===== config.mk =====
export PLATFORM = sky130hd
export DESIGN_NAME = phase_status_regs
export DESIGN_NICKNAME = d
export VERILOG_FILES = /design/src/phase_status_pkg.sv /design/src/event_phase_latch.sv /design/src/phase_status_regs.sv /design/src/w1c_flags.sv
export VERILOG_INCLUDE_DIRS = /design/src
export SDC_FILE = /design/constraint.sdc
export NUM_CORES = 1
export LEC_CHECK = 0
export BUFFER_PORTS_ARGS = -buffer_cell sky130_fd_sc_hd__buf_2
export CAP_MARGIN = 25
export CORE_MARGIN = 4
export CORE_UTILIZATION = 53
export DETAILED_ROUTE_END_ITERATION = 8
export PLACE_DENSITY_LB_ADDON = 0.25
export SLEW_MARGIN = 25
export SYNTH_ARGS = -nofsm -noshare
export SYNTH_HDL_FRONTEND = slang
export SYNTH_HIERARCHICAL = 1
export SYNTH_SLANG_ARGS = --single-unit

===== constraint.sdc =====
create_clock -name i_clock -period 2.75 [get_ports i_clock]
set_input_delay 0.6875 -clock i_clock [delete_from_list [all_inputs] [get_ports i_clock]]
set_output_delay 0.6875 -clock i_clock [all_outputs]
set_load 0.01 [all_outputs]

===== src/phase_status_params.svh =====
// Purpose: Offsets, field positions, reset values and answers of the phase status bank.
// Assumes: 32-bit register bus with byte addresses.
// Notes: Included by every module file of the bank; the package does not include it.
// Behaviour
// - Overcurrent phase A/B/C sets bits 3-5
// - Overvoltage phase A/B/C sets bits 9-11
// - Voltage dip phase A/B/C sets bits 12-14
// - Source bits 6-8 and 15 read zero
// - Bits 0-2 show total-power no-load phases
// - Total no-load phase sets main bit 0
// - Bits 3-5 show fundamental no-load phases
// - Fundamental no-load phase sets main bit 1
// - Bits 6-8 show apparent no-load phases
// - Apparent no-load phase sets main bit 2
// - No-load state bits 9-15 read zero
// - Enabled bit 16 dip raises interrupt
// - Enabled bit 2 apparent no-load raises interrupt
`ifndef PHASE_STATUS_PARAMS_SVH
`define PHASE_STATUS_PARAMS_SVH

`define PHSRC_OFFSET     16'he600
`define NLSTATE_OFFSET   16'he608
`define MAIN_STAT_OFFSET 16'he700
`define MAIN_EN_OFFSET   16'he704

`define OC_POS     3
`define OV_POS     9
`define DIP_POS    12
`define TOT_NL_POS 0
`define FUN_NL_POS 3
`define APP_NL_POS 6

`define EV_TOT_NL 0
`define EV_FUN_NL 1
`define EV_APP_NL 2
`define EV_DIP    16
`define EV_OC     17
`define EV_OV     18

`define MAIN_IMPL_MASK 32'h0007_0007
`define MAIN_EN_RESET  32'h0000_0000
`define FLAGS_RESET    3'h0

`define RESP_OKAY   2'h0
`define RESP_SLVERR 2'h2

`endif


===== src/phase_status_pkg.sv =====
// Purpose: Types shared by the phase status bank.
// Assumes: Constants come from phase_status_params.svh.
// Notes: Bus channel states are Gray coded.
package phase_status_pkg;

	typedef enum logic [0:0] {
		WR_IDLE = 1'b0,
		WR_RESP = 1'b1
	} wr_state_e;

	typedef enum logic [0:0] {
		RD_IDLE = 1'b0,
		RD_DATA = 1'b1
	} rd_state_e;

	typedef logic [2:0] phase_t;

endpackage


===== src/event_phase_latch.sv =====
// Purpose: Sticky event flag with the phases that caused it.
// Assumes: Event is a one-cycle pulse with its phases valid alongside.
// Notes: Clearing the event also forgets its phases; a new event wins.
`timescale 1ns/1ps
`include "phase_status_params.svh"

module event_phase_latch
	import phase_status_pkg::*;
(
	input  wire logic   i_clock,
	input  wire logic   i_rst,
	input  wire logic   i_event,
	input  wire phase_t i_phases,
	input  wire logic   i_clear,
	output logic        o_flag,
	output phase_t      o_phases
);

	typedef struct packed {
		logic   flag;
		phase_t phases;
	} latch_s;

	latch_s st_ff;
	latch_s nxt_st;

	always_comb begin
		nxt_st = st_ff;
		if (i_clear) begin
			nxt_st.flag = 1'b0;
			nxt_st.phases = `FLAGS_RESET;
		end
		if (i_event) begin
			nxt_st.flag = 1'b1;
			nxt_st.phases = nxt_st.phases | i_phases;
		end
	end

	always_ff @(posedge i_clock) begin
		if (i_rst) begin
			st_ff <= '{flag: 1'b0, phases: `FLAGS_RESET};
		end else begin
			st_ff <= nxt_st;
		end
	end

	assign o_flag = st_ff.flag;
	assign o_phases = st_ff.phases;

endmodule


===== src/phase_status_regs.sv =====
// Purpose: Phase event source and no-load state registers with main status and interrupt.
// Assumes: Detector inputs are on i_clock; AXI4-Lite slave, one write and one read at a time.
// Notes: Main status and enable hold only the bits this bank feeds.
//
// Implementation choice: the AXI4-Lite slave port.
`timescale 1ns/1ps
`include "phase_status_params.svh"

module phase_status_regs
	import phase_status_pkg::*;
(
	input  wire logic        i_clock,
	input  wire logic        i_rst,
	input  wire logic        i_awvalid,
	output logic             o_awready,
	input  wire logic [15:0] i_awaddr,
	input  wire logic        i_wvalid,
	output logic             o_wready,
	input  wire logic [31:0] i_wdata,
	input  wire logic [3:0]  i_wstrb,
	output logic             o_bvalid,
	input  wire logic        i_bready,
	output logic      [1:0]  o_bresp,
	input  wire logic        i_arvalid,
	output logic             o_arready,
	input  wire logic [15:0] i_araddr,
	output logic             o_rvalid,
	input  wire logic        i_rready,
	output logic      [31:0] o_rdata,
	output logic      [1:0]  o_rresp,
	input  wire logic        i_overcurrent_event,
	input  wire phase_t      i_overcurrent_phases,
	input  wire logic        i_overvoltage_event,
	input  wire phase_t      i_overvoltage_phases,
	input  wire logic        i_voltage_dip_event,
	input  wire phase_t      i_voltage_dip_phases,
	input  wire phase_t      i_total_noload_phases,
	input  wire phase_t      i_fundamental_noload_phases,
	input  wire phase_t      i_apparent_noload_phases,
	output logic             o_irq
);

	typedef struct packed {
		wr_state_e   wr;
		logic        aw_got;
		logic        w_got;
		logic [15:0] awaddr;
		logic [31:0] wdata;
		logic [3:0]  wstrb;
		logic [1:0]  bresp;
		rd_state_e   rd;
		logic [31:0] rdata;
		logic [1:0]  rresp;
		phase_t      tot_nl;
		phase_t      fun_nl;
		phase_t      app_nl;
		logic [31:0] enable;
		logic        irq;
	} regs_s;

	regs_s st_ff;
	regs_s nxt_st;

	logic        aw_fire;
	logic        w_fire;
	logic        ar_fire;
	logic        wr_do;
	logic [15:0] waddr;
	logic [31:0] wdata;
	logic [3:0]  wstrb;
	logic [31:0] bmask;
	logic [31:0] stat_clr;
	logic [31:0] stat_word;
	logic [15:0] src_word;
	logic [15:0] nl_word;
	phase_t      nl_rise;
	phase_t      nl_flags;
	logic        oc_flag;
	logic        ov_flag;
	logic        dip_flag;
	phase_t      oc_phases;
	phase_t      ov_phases;
	phase_t      dip_phases;

	assign o_awready = (st_ff.wr == WR_IDLE) && !st_ff.aw_got;
	assign o_wready = (st_ff.wr == WR_IDLE) && !st_ff.w_got;
	assign o_arready = (st_ff.rd == RD_IDLE);
	assign o_bvalid = (st_ff.wr == WR_RESP);
	assign o_rvalid = (st_ff.rd == RD_DATA);
	assign o_bresp = st_ff.bresp;
	assign o_rdata = st_ff.rdata;
	assign o_rresp = st_ff.rresp;
	assign o_irq = st_ff.irq;

	assign aw_fire = i_awvalid && o_awready;
	assign w_fire = i_wvalid && o_wready;
	assign ar_fire = i_arvalid && o_arready;

	// Phase source fields; the gaps stay zero.
	always_comb begin
		src_word = 16'h0000;
		src_word[`OC_POS +: 3] = oc_phases;
		src_word[`OV_POS +: 3] = ov_phases;
		src_word[`DIP_POS +: 3] = dip_phases;
	end

	// No-load state; bits 15 to 9 stay zero.
	always_comb begin
		nl_word = 16'h0000;
		nl_word[`TOT_NL_POS +: 3] = st_ff.tot_nl;
		nl_word[`FUN_NL_POS +: 3] = st_ff.fun_nl;
		nl_word[`APP_NL_POS +: 3] = st_ff.app_nl;
	end

	always_comb begin
		stat_word = 32'h0000_0000;
		stat_word[`EV_TOT_NL] = nl_flags[0];
		stat_word[`EV_FUN_NL] = nl_flags[1];
		stat_word[`EV_APP_NL] = nl_flags[2];
		stat_word[`EV_DIP] = dip_flag;
		stat_word[`EV_OC] = oc_flag;
		stat_word[`EV_OV] = ov_flag;
	end

	always_comb begin
		nxt_st = st_ff;
		waddr = st_ff.aw_got ? st_ff.awaddr : i_awaddr;
		wdata = st_ff.w_got ? st_ff.wdata : i_wdata;
		wstrb = st_ff.w_got ? st_ff.wstrb : i_wstrb;
		wr_do = (st_ff.wr == WR_IDLE) && (st_ff.aw_got || aw_fire)
			&& (st_ff.w_got || w_fire);
		for (int b = 0; b < 4; b++) begin
			bmask[8*b +: 8] = {8{wstrb[b]}};
		end
		stat_clr = 32'h0000_0000;
		if (wr_do && (waddr == `MAIN_STAT_OFFSET)) begin
			stat_clr = wdata & bmask & `MAIN_IMPL_MASK;
		end
		if (aw_fire) begin
			nxt_st.aw_got = 1'b1;
			nxt_st.awaddr = i_awaddr;
		end
		if (w_fire) begin
			nxt_st.w_got = 1'b1;
			nxt_st.wdata = i_wdata;
			nxt_st.wstrb = i_wstrb;
		end
		unique case (st_ff.wr)
			WR_IDLE: begin
				if (wr_do) begin
					nxt_st.wr = WR_RESP;
					nxt_st.aw_got = 1'b0;
					nxt_st.w_got = 1'b0;
					nxt_st.bresp = `RESP_OKAY;
					case (waddr)
						// Status registers accept the write and keep their bits.
						`PHSRC_OFFSET, `NLSTATE_OFFSET: begin
							nxt_st.bresp = `RESP_OKAY;
						end
						`MAIN_STAT_OFFSET: begin
							nxt_st.bresp = `RESP_OKAY;
						end
						`MAIN_EN_OFFSET: begin
							nxt_st.enable = (st_ff.enable & ~bmask)
								| (wdata & bmask & `MAIN_IMPL_MASK);
						end
						default: begin
							nxt_st.bresp = `RESP_SLVERR;
						end
					endcase
				end
			end
			WR_RESP: begin
				if (i_bready) begin
					nxt_st.wr = WR_IDLE;
				end
			end
		endcase
		// Read data are a snapshot taken when the address is accepted.
		// A status bit that sets while rvalid waits shows up on the next read.
		unique case (st_ff.rd)
			RD_IDLE: begin
				if (ar_fire) begin
					nxt_st.rd = RD_DATA;
					nxt_st.rresp = `RESP_OKAY;
					case (i_araddr)
						`PHSRC_OFFSET: nxt_st.rdata = {16'h0000, src_word};
						`NLSTATE_OFFSET: nxt_st.rdata = {16'h0000, nl_word};
						`MAIN_STAT_OFFSET: nxt_st.rdata = stat_word;
						`MAIN_EN_OFFSET: nxt_st.rdata = st_ff.enable;
						default: begin
							nxt_st.rdata = 32'h0000_0000;
							nxt_st.rresp = `RESP_SLVERR;
						end
					endcase
				end
			end
			RD_DATA: begin
				if (i_rready) begin
					nxt_st.rd = RD_IDLE;
				end
			end
		endcase
		// The state follows the detectors; a phase entering no-load also latches the event.
		nxt_st.tot_nl = i_total_noload_phases;
		nxt_st.fun_nl = i_fundamental_noload_phases;
		nxt_st.app_nl = i_apparent_noload_phases;
		nl_rise[0] = |(nxt_st.tot_nl & ~st_ff.tot_nl);
		nl_rise[1] = |(nxt_st.fun_nl & ~st_ff.fun_nl);
		nl_rise[2] = |(nxt_st.app_nl & ~st_ff.app_nl);
		// Registered so the pin never glitches while status bits settle.
		nxt_st.irq = |(stat_word & st_ff.enable);
	end

	always_ff @(posedge i_clock) begin
		if (i_rst) begin
			st_ff <= '{wr: WR_IDLE, rd: RD_IDLE, enable: `MAIN_EN_RESET, default: '0};
		end else begin
			st_ff <= nxt_st;
		end
	end

	w1c_flags u_noload_events (
		.i_clock (i_clock),
		.i_rst   (i_rst),
		.i_set   (nl_rise),
		.i_clear (stat_clr[`EV_APP_NL:`EV_TOT_NL]),
		.o_flags (nl_flags)
	);

	event_phase_latch u_overcurrent (
		.i_clock  (i_clock),
		.i_rst    (i_rst),
		.i_event  (i_overcurrent_event),
		.i_phases (i_overcurrent_phases),
		.i_clear  (stat_clr[`EV_OC]),
		.o_flag   (oc_flag),
		.o_phases (oc_phases)
	);

	event_phase_latch u_overvoltage (
		.i_clock  (i_clock),
		.i_rst    (i_rst),
		.i_event  (i_overvoltage_event),
		.i_phases (i_overvoltage_phases),
		.i_clear  (stat_clr[`EV_OV]),
		.o_flag   (ov_flag),
		.o_phases (ov_phases)
	);

	event_phase_latch u_voltage_dip (
		.i_clock  (i_clock),
		.i_rst    (i_rst),
		.i_event  (i_voltage_dip_event),
		.i_phases (i_voltage_dip_phases),
		.i_clear  (stat_clr[`EV_DIP]),
		.o_flag   (dip_flag),
		.o_phases (dip_phases)
	);
endmodule


===== src/w1c_flags.sv =====
// Purpose: Bank of sticky flags cleared by writing a one.
// Assumes: Set and clear come from logic on the same clock.
// Notes: A set in the cycle of a clear wins.
`timescale 1ns/1ps
`include "phase_status_params.svh"

module w1c_flags
	import phase_status_pkg::*;
(
	input  wire logic         i_clock,
	input  wire logic         i_rst,
	input  wire logic [2:0]   i_set,
	input  wire logic [2:0]   i_clear,
	output logic      [2:0]   o_flags
);

	typedef struct packed {
		logic [2:0] flags;
	} flags_s;

	flags_s st_ff;
	flags_s nxt_st;

	always_comb begin
		nxt_st = st_ff;
		nxt_st.flags = (st_ff.flags & ~i_clear) | i_set;
	end

	always_ff @(posedge i_clock) begin
		if (i_rst) begin
			st_ff <= '{flags: `FLAGS_RESET};
		end else begin
			st_ff <= nxt_st;
		end
	end

	assign o_flags = st_ff.flags;

endmodule

; After elaboration in Yosys (flattened, before gate mapping)
; Cells that the tools add are included.
[totals]
register_bits = 136
out_inout_bits = 42
wordCells = 95
in_bits = 96
[classes]
n_mux = 22
eq_ne = 8
reduce_logical = 24
n_bitwise = 19
[op_table]
columns = cell, count
row1 = "16-bit == test, second input constant", 8
row2 = 32-bit one-hot mux with 4 select lines, 1
row3 = 19-bit 2-to-1 mux, 2
row4 = 35-bit 2-to-1 mux, 1
row5 = 19-bit by 32-bit bitwise AND with 32-bit output, 1
row6 = 32-bit bitwise AND, 1
row7 = 32-bit inverter, 1
row8 = 32-bit by 19-bit bitwise OR with 32-bit output, 1
row9 = 32-bit OR reduction, 1
row10 = 4-bit 2-to-1 mux, 7
row11 = 19-bit bitwise AND, 1
row12 = 16-bit 2-to-1 mux, 1
row13 = 3-bit bitwise AND, 4
row14 = 3-bit inverter, 4
row15 = 3-bit bitwise OR, 4
row16 = 3-bit OR reduction, 3
row17 = 1-bit logical AND, 8
row18 = 4-bit OR reduction, 2
row19 = 2-bit 2-to-1 mux, 3
row20 = 2-bit nonzero test, 3
row21 = 1-bit 2-to-1 mux, 4
row22 = 1-bit one-hot mux with 2 select lines, 2
row23 = 2-bit AND reduction, 2
row24 = 3-bit 2-to-1 mux, 1
row25 = 4 further kinds, 7

; Longest topological paths before layout
[logic_depth]
depth_word = 11
mapped_depth = 7
ltp_nobuf = 6

; By module
; Netlist, hierarchy kept.
[modules_own_cells]
columns = mod, cells_each, area_each_um2, instances, seq_area_each_um2
row1 = phase_status_regs, 492, 4764.6, 1, 2122.0
row2 = event_phase_latch, 16, 140.1, 3, 80.1
row3 = w1c_flags, 12, 105.1, 1, 60.1

; Least setup slack after synthesis
; OpenSTA, ideal clock, no wires.
[synth_timing]
path_kind = input port to flip-flop
startpoint = in i_awaddr[6]
endpoint = reg u_overcurrent.st_ff, in the netlist u_overcurrent/o_phases[0]
path_stages = 6
required_time_ns = 2.634
path_buffers = 0
arrival_time_ns = 2.213
setup_time_ns = 0.116
setup_slack_ns = 0.421
path_cell_list = nor4b_2 > nand4_2 > a211o_2 > nor4_1 > nand2b_1 > a21oi_1
[synth_between]
elab_chain_cells = 7
[synth_rtl]
columns = element, line
row1 = start: declaration, phase_status_regs.sv:16  ; input wire logic [15:0] i_awaddr,
row2 = 16-bit 2-to-1 mux (*), phase_status_regs.sv:127  ; waddr = st_ff.aw_got ? st_ff.awaddr : i_awaddr;
row3 = 16-bit == test (*), n/a
row4 = 1-bit logical AND (*), phase_status_regs.sv:136  ; if (wr_do && (waddr == `MAIN_STAT_OFFSET)) begin
row5 = 19-bit 2-to-1 mux (*), phase_status_regs.sv:136
row6 = net stat_clr[17], phase_status_regs.sv:72  ; logic [31:0] stat_clr;
row7 = 4-bit 2-to-1 mux (*), event_phase_latch.sv:29  ; if (i_clear) begin
row8 = 3-bit bitwise OR, event_phase_latch.sv:35  ; nxt_st.phases = nxt_st.phases | i_phases;
row9 = 4-bit 2-to-1 mux (*), event_phase_latch.sv:33  ; if (i_event) begin
row10 = end signal: assignment, event_phase_latch.sv:41  ; st_ff <= '{flag: 1'b0, phases: `FLAGS_RESET};
row11 = end signal: assignment, event_phase_latch.sv:43  ; st_ff <= nxt_st;
row12 = end: declaration, event_phase_latch.sv:24  ; latch_s st_ff;
; Mark *: on every way through the listed nets, which the timed path passes. The rest lies on a longest branch. The select of a mux whose other input is x is not followed.
; A chain may end at the register's enable or synchronous reset.

; Final worst setup path
[layout_timing]
startpoint = reg st_ff[132] in the netlist's numbering
endpoint = reg u_voltage_dip.st_ff, in the netlist u_voltage_dip/o_phases[0]
[layout_between]
elab_chain_cells = 11
elab_cells_between_ends = 13
cone_classes = eq/ne: 1 / mux: 4 / bitwise: 1 / reduce/logical: 7
[layout_rtl]
columns = element, line
row1 = start: declaration, phase_status_regs.sv:61  ; regs_s st_ff;
row2 = start signal: assignment, phase_status_regs.sv:219  ; st_ff <= nxt_st;
row3 = "parallel branches: the longest is 6 deep, another holds 16-bit 2-to-1 mux", n/a
row4 = 1-bit logical AND (*), phase_status_regs.sv:136
row5 = 19-bit 2-to-1 mux (*), phase_status_regs.sv:136
row6 = net stat_clr[16], phase_status_regs.sv:72
row7 = 4-bit 2-to-1 mux (*), event_phase_latch.sv:29
row8 = 3-bit bitwise OR, event_phase_latch.sv:35
row9 = 4-bit 2-to-1 mux (*), event_phase_latch.sv:33
row10 = end signal: assignment, event_phase_latch.sv:41
row11 = end signal: assignment, event_phase_latch.sv:43
row12 = end: declaration, event_phase_latch.sv:24
; Mark *: on every way through the listed nets, which the timed path passes. The select of a mux whose other input is x is not followed.

==> flow_metrics.env <==
export IMPL_peakVddDrop_mv=0.506
export IMPL_clkSinkCount=121
export IMPL_synth_cell_type_count=54
export IMPL_post_route_util_pct=64.7
export IMPL_vias=4191
export IMPL_grt_max_degree=56
export IMPL_p_leak_nw=2.61
export IMPL_port_buffer_count=109
export IMPL_drv_cap=0
export IMPL_worst_slack_ns=0.315
export IMPL_post_cts_resized=0
export IMPL_syn_inst=552
export IMPL_final_hold_violation_count=0
export IMPL_core_area_um2=9730
export IMPL_fillers=835
export IMPL_clock_skew_ns=0.00717
export IMPL_rr_worst_depth=6
export IMPL_pwr_share_seq_pct=43.8
export IMPL_p_int_mw=3.18
export IMPL_period_minus_slack_ns=2.43
export IMPL_synth_simple_gate_area_share_pct=22.1
export IMPL_grt_pass1_vias=4059
export IMPL_p_sw_share_pct=24.7
export IMPL_grt_remaining_overflow=0
export IMPL_fin_nets=723
export IMPL_routed_wirelength_um=11700
export IMPL_synth_edff_count=0
export IMPL_end_kind="flop"
export IMPL_fin_setup_tns_ns=0
export IMPL_numCtsBuffers=17
export IMPL_start_util_pct=54.4
export IMPL_dp_hpwl_um=8320
export IMPL_muxShareOfSynthArea_pct=7.81
export IMPL_relSlewSlack_pct=54.3
export IMPL_synth_compound_area_share_pct=15.6
export IMPL_synthAdderAreaFrac_pct=0
export IMPL_via_per_inst=5.42
export IMPL_clock_fmax_ghz=0.411
export IMPL_die_w_um=108
export IMPL_startpoint_type="flop"
export IMPL_synth_xor_area_share_pct=0
export IMPL_place_gp_congestion=0.791
export IMPL_clockBufferDepth=2
export IMPL_status="complete, no violations"
export IMPL_synth_seq_cells=121
export IMPL_setup_viol=0
export IMPL_io_pins=138
export IMPL_antenna_cells=0
export IMPL_grt_usage_pct=20.9
export IMPL_drt_first_iter_violations=178
export IMPL_dieArea_um2=11600
export IMPL_die_h_um=108
export IMPL_area_growth_pct=19.0
export IMPL_antenna_found_initial=1
export IMPL_critical_path_class="reg2reg"
export IMPL_clk_latency_ns=0.51
export IMPL_rr_startpoint="st_ff[132]"
export IMPL_netlist_area_um2=5290
export IMPL_cts_tree="done"
export IMPL_power_frac_comb_pct=8.4
export IMPL_cts_root_buf="clkbuf_8"
export IMPL_path_clk_slew_ns=0.06
export IMPL_htreeDepth=4
export IMPL_r2r_slack_ns=0.32
export IMPL_antenna_left=0
export IMPL_wl_per_cell_um=15.1
export IMPL_grt_first_pass_wirelength_um=19400
export IMPL_synth_top_flop_cell="dfxtp_1"
export IMPL_firstDrtPassIters=4
export IMPL_power_density_nw_per_um2=672
export IMPL_fin_crit_sh_pct=88.5
export IMPL_place_ws_ns=0.195
export IMPL_p_clk_share_pct=47.8
export IMPL_crit_start="st_ff[132]"
export IMPL_slew_violations=0
export IMPL_cts_hold_buf=0
export IMPL_cp_arrival_ns=2.82
export IMPL_synth_seq_area_share_pct=45.8
export IMPL_async_reset_ff_share_pct=0
export IMPL_hold_class="in2reg"
export IMPL_drive_gt1_share_pct=30.0
export IMPL_yosysWarnings=6
export IMPL_rows=36
export IMPL_crit_end="u_voltage_dip/o_phases[0]"
export IMPL_final_cell_mix="dfxtp_1 (121), buf_2 (108), nand2_1 (55)"
export IMPL_rsz0062_at_grt="false"
export IMPL_worstPathRequired_ns=3.14
export IMPL_drc_errors=0
export IMPL_syn_avg_cell_area_um2=9.58
export IMPL_crit_fanout=14
export IMPL_post_cts_buffers=0
export IMPL_synth_top_family_by_area="simple AND/OR/NAND/NOR gates"
export IMPL_tightest_slew_ns=0.683
export IMPL_p_sw_mw=1.05
export IMPL_timing_rr_end="u_voltage_dip/o_phases[0]"
export IMPL_layout_commonest_cell="dfxtp_1"
==> state kept, by name, indices dropped and copies added, names as in the netlist, 3 cells and up, named ones only <==
register and count:
u_overcurrent/o_phases 3, nl_word 9, u_overvoltage/o_phases 3, st_ff 54
o_rdata 32, u_noload_events/o_flags 3, u_voltage_dip/o_phases 3
==> cells by family after synthesis <==
| group | after synthesis |
|---|---|
| other | 1 |
| buffers and inverters | 84 |
| AND/OR/NAND/NOR | 206 |
| multiplexers | 37 |
| AO/OA/AOI/OAI | 103 |
| flip-flops | 121 |
==> final cells by class <==
type	instances	area, um2	area share, %
flip-flops and latches	121	2420	38.5
multi-input cells	348	2420	38.4
repair buffers	123	678	10.8
clock buffers	18	428	6.80
well taps	133	166	2.64
clock inverters	14	124	1.97
inverters	16	60.1	0.954
==> per-layer routing <==
metal  GRT usage (%)  share of wire (%)
met3            6.42                6.3
met4            6.13                1.3
met5               0              0.060
met1            26.9                 45
met2            33.7                 48
==> worst min path at each step <==
stage                           start           to  slack [ns]  cells after the start
after floorplan            st_ff[118]   st_ff[118]        0.43                      2
after global placement    o_rdata[16]  o_rdata[16]        0.44                      2
after global routing         i_rready     o_rvalid        0.35                      2
after detailed placement  o_rdata[11]  o_rdata[11]        0.45                      2
after CTS                    i_rready     o_rvalid        0.34                      2
final                        i_rready     o_rvalid        0.36                      2
==> synthesized netlist by cell type, types with 2 or more instances <==
cell type / n / area share (%)
a2111oi_4: 4 / 2.1
a211oi_1: 3 / 0.43
a21oi_1: 44 / 4.2
a22o_1: 12 / 2.0
a22oi_1: 3 / 0.43
a32oi_1: 23 / 3.8
buf_1: 4 / 0.28
buf_2: 2 / 0.19
buf_4: 36 / 5.1
clkbuf_1: 25 / 1.8
dfxtp_1: 121 / 46
inv_1: 16 / 1.1
mux2_2: 10 / 2.1
mux2_4: 6 / 1.7
mux2i_1: 21 / 4.0
nand2_1: 55 / 3.9
nand2b_1: 22 / 2.6
nand3_1: 4 / 0.38
nand4b_1: 6 / 0.99
nor2_1: 51 / 3.6
nor2b_1: 10 / 1.2
nor3_1: 3 / 0.28
nor3b_1: 30 / 4.3
nor4_1: 6 / 0.71
o221ai_1: 3 / 0.50
o2bb2ai_1: 3 / 0.50
or2_2: 2 / 0.24
==> metrics by stage <==
stage               power (mW)  std cells  cell area, um2  hold slack, ns
floorplan                 2.12        553            5290           0.431
global placement          2.23        741            5740           0.437
detailed placement        2.24        741            5740           0.448
CTS                       4.27        773            6290           0.336
global route              4.39        773            6290           0.345
finish                    4.23        773            6290           0.360
==> power by group through the flow <==
stage                     combinational (mW)  sequential, mW  clock (mW)
final                                  0.354            1.85        2.02
after global routing                   0.395            1.86        2.14
after CTS                              0.356            1.85        2.06
after detailed placement               0.353            1.89           0
after global placement                 0.343            1.89           0
after floorplan                        0.240            1.88           0
==> critical path, stage by stage, from the launching register on <==
cell and delay [ns]:
dfxtp_1 0.66, and4b_2 0.38, o22ai_4 0.14, a211o_2 0.37, nor4_1 0.52, nand2b_1 0.18
a21oi_1 0.07
Note: power is estimated with default switching activity, not from simulation.
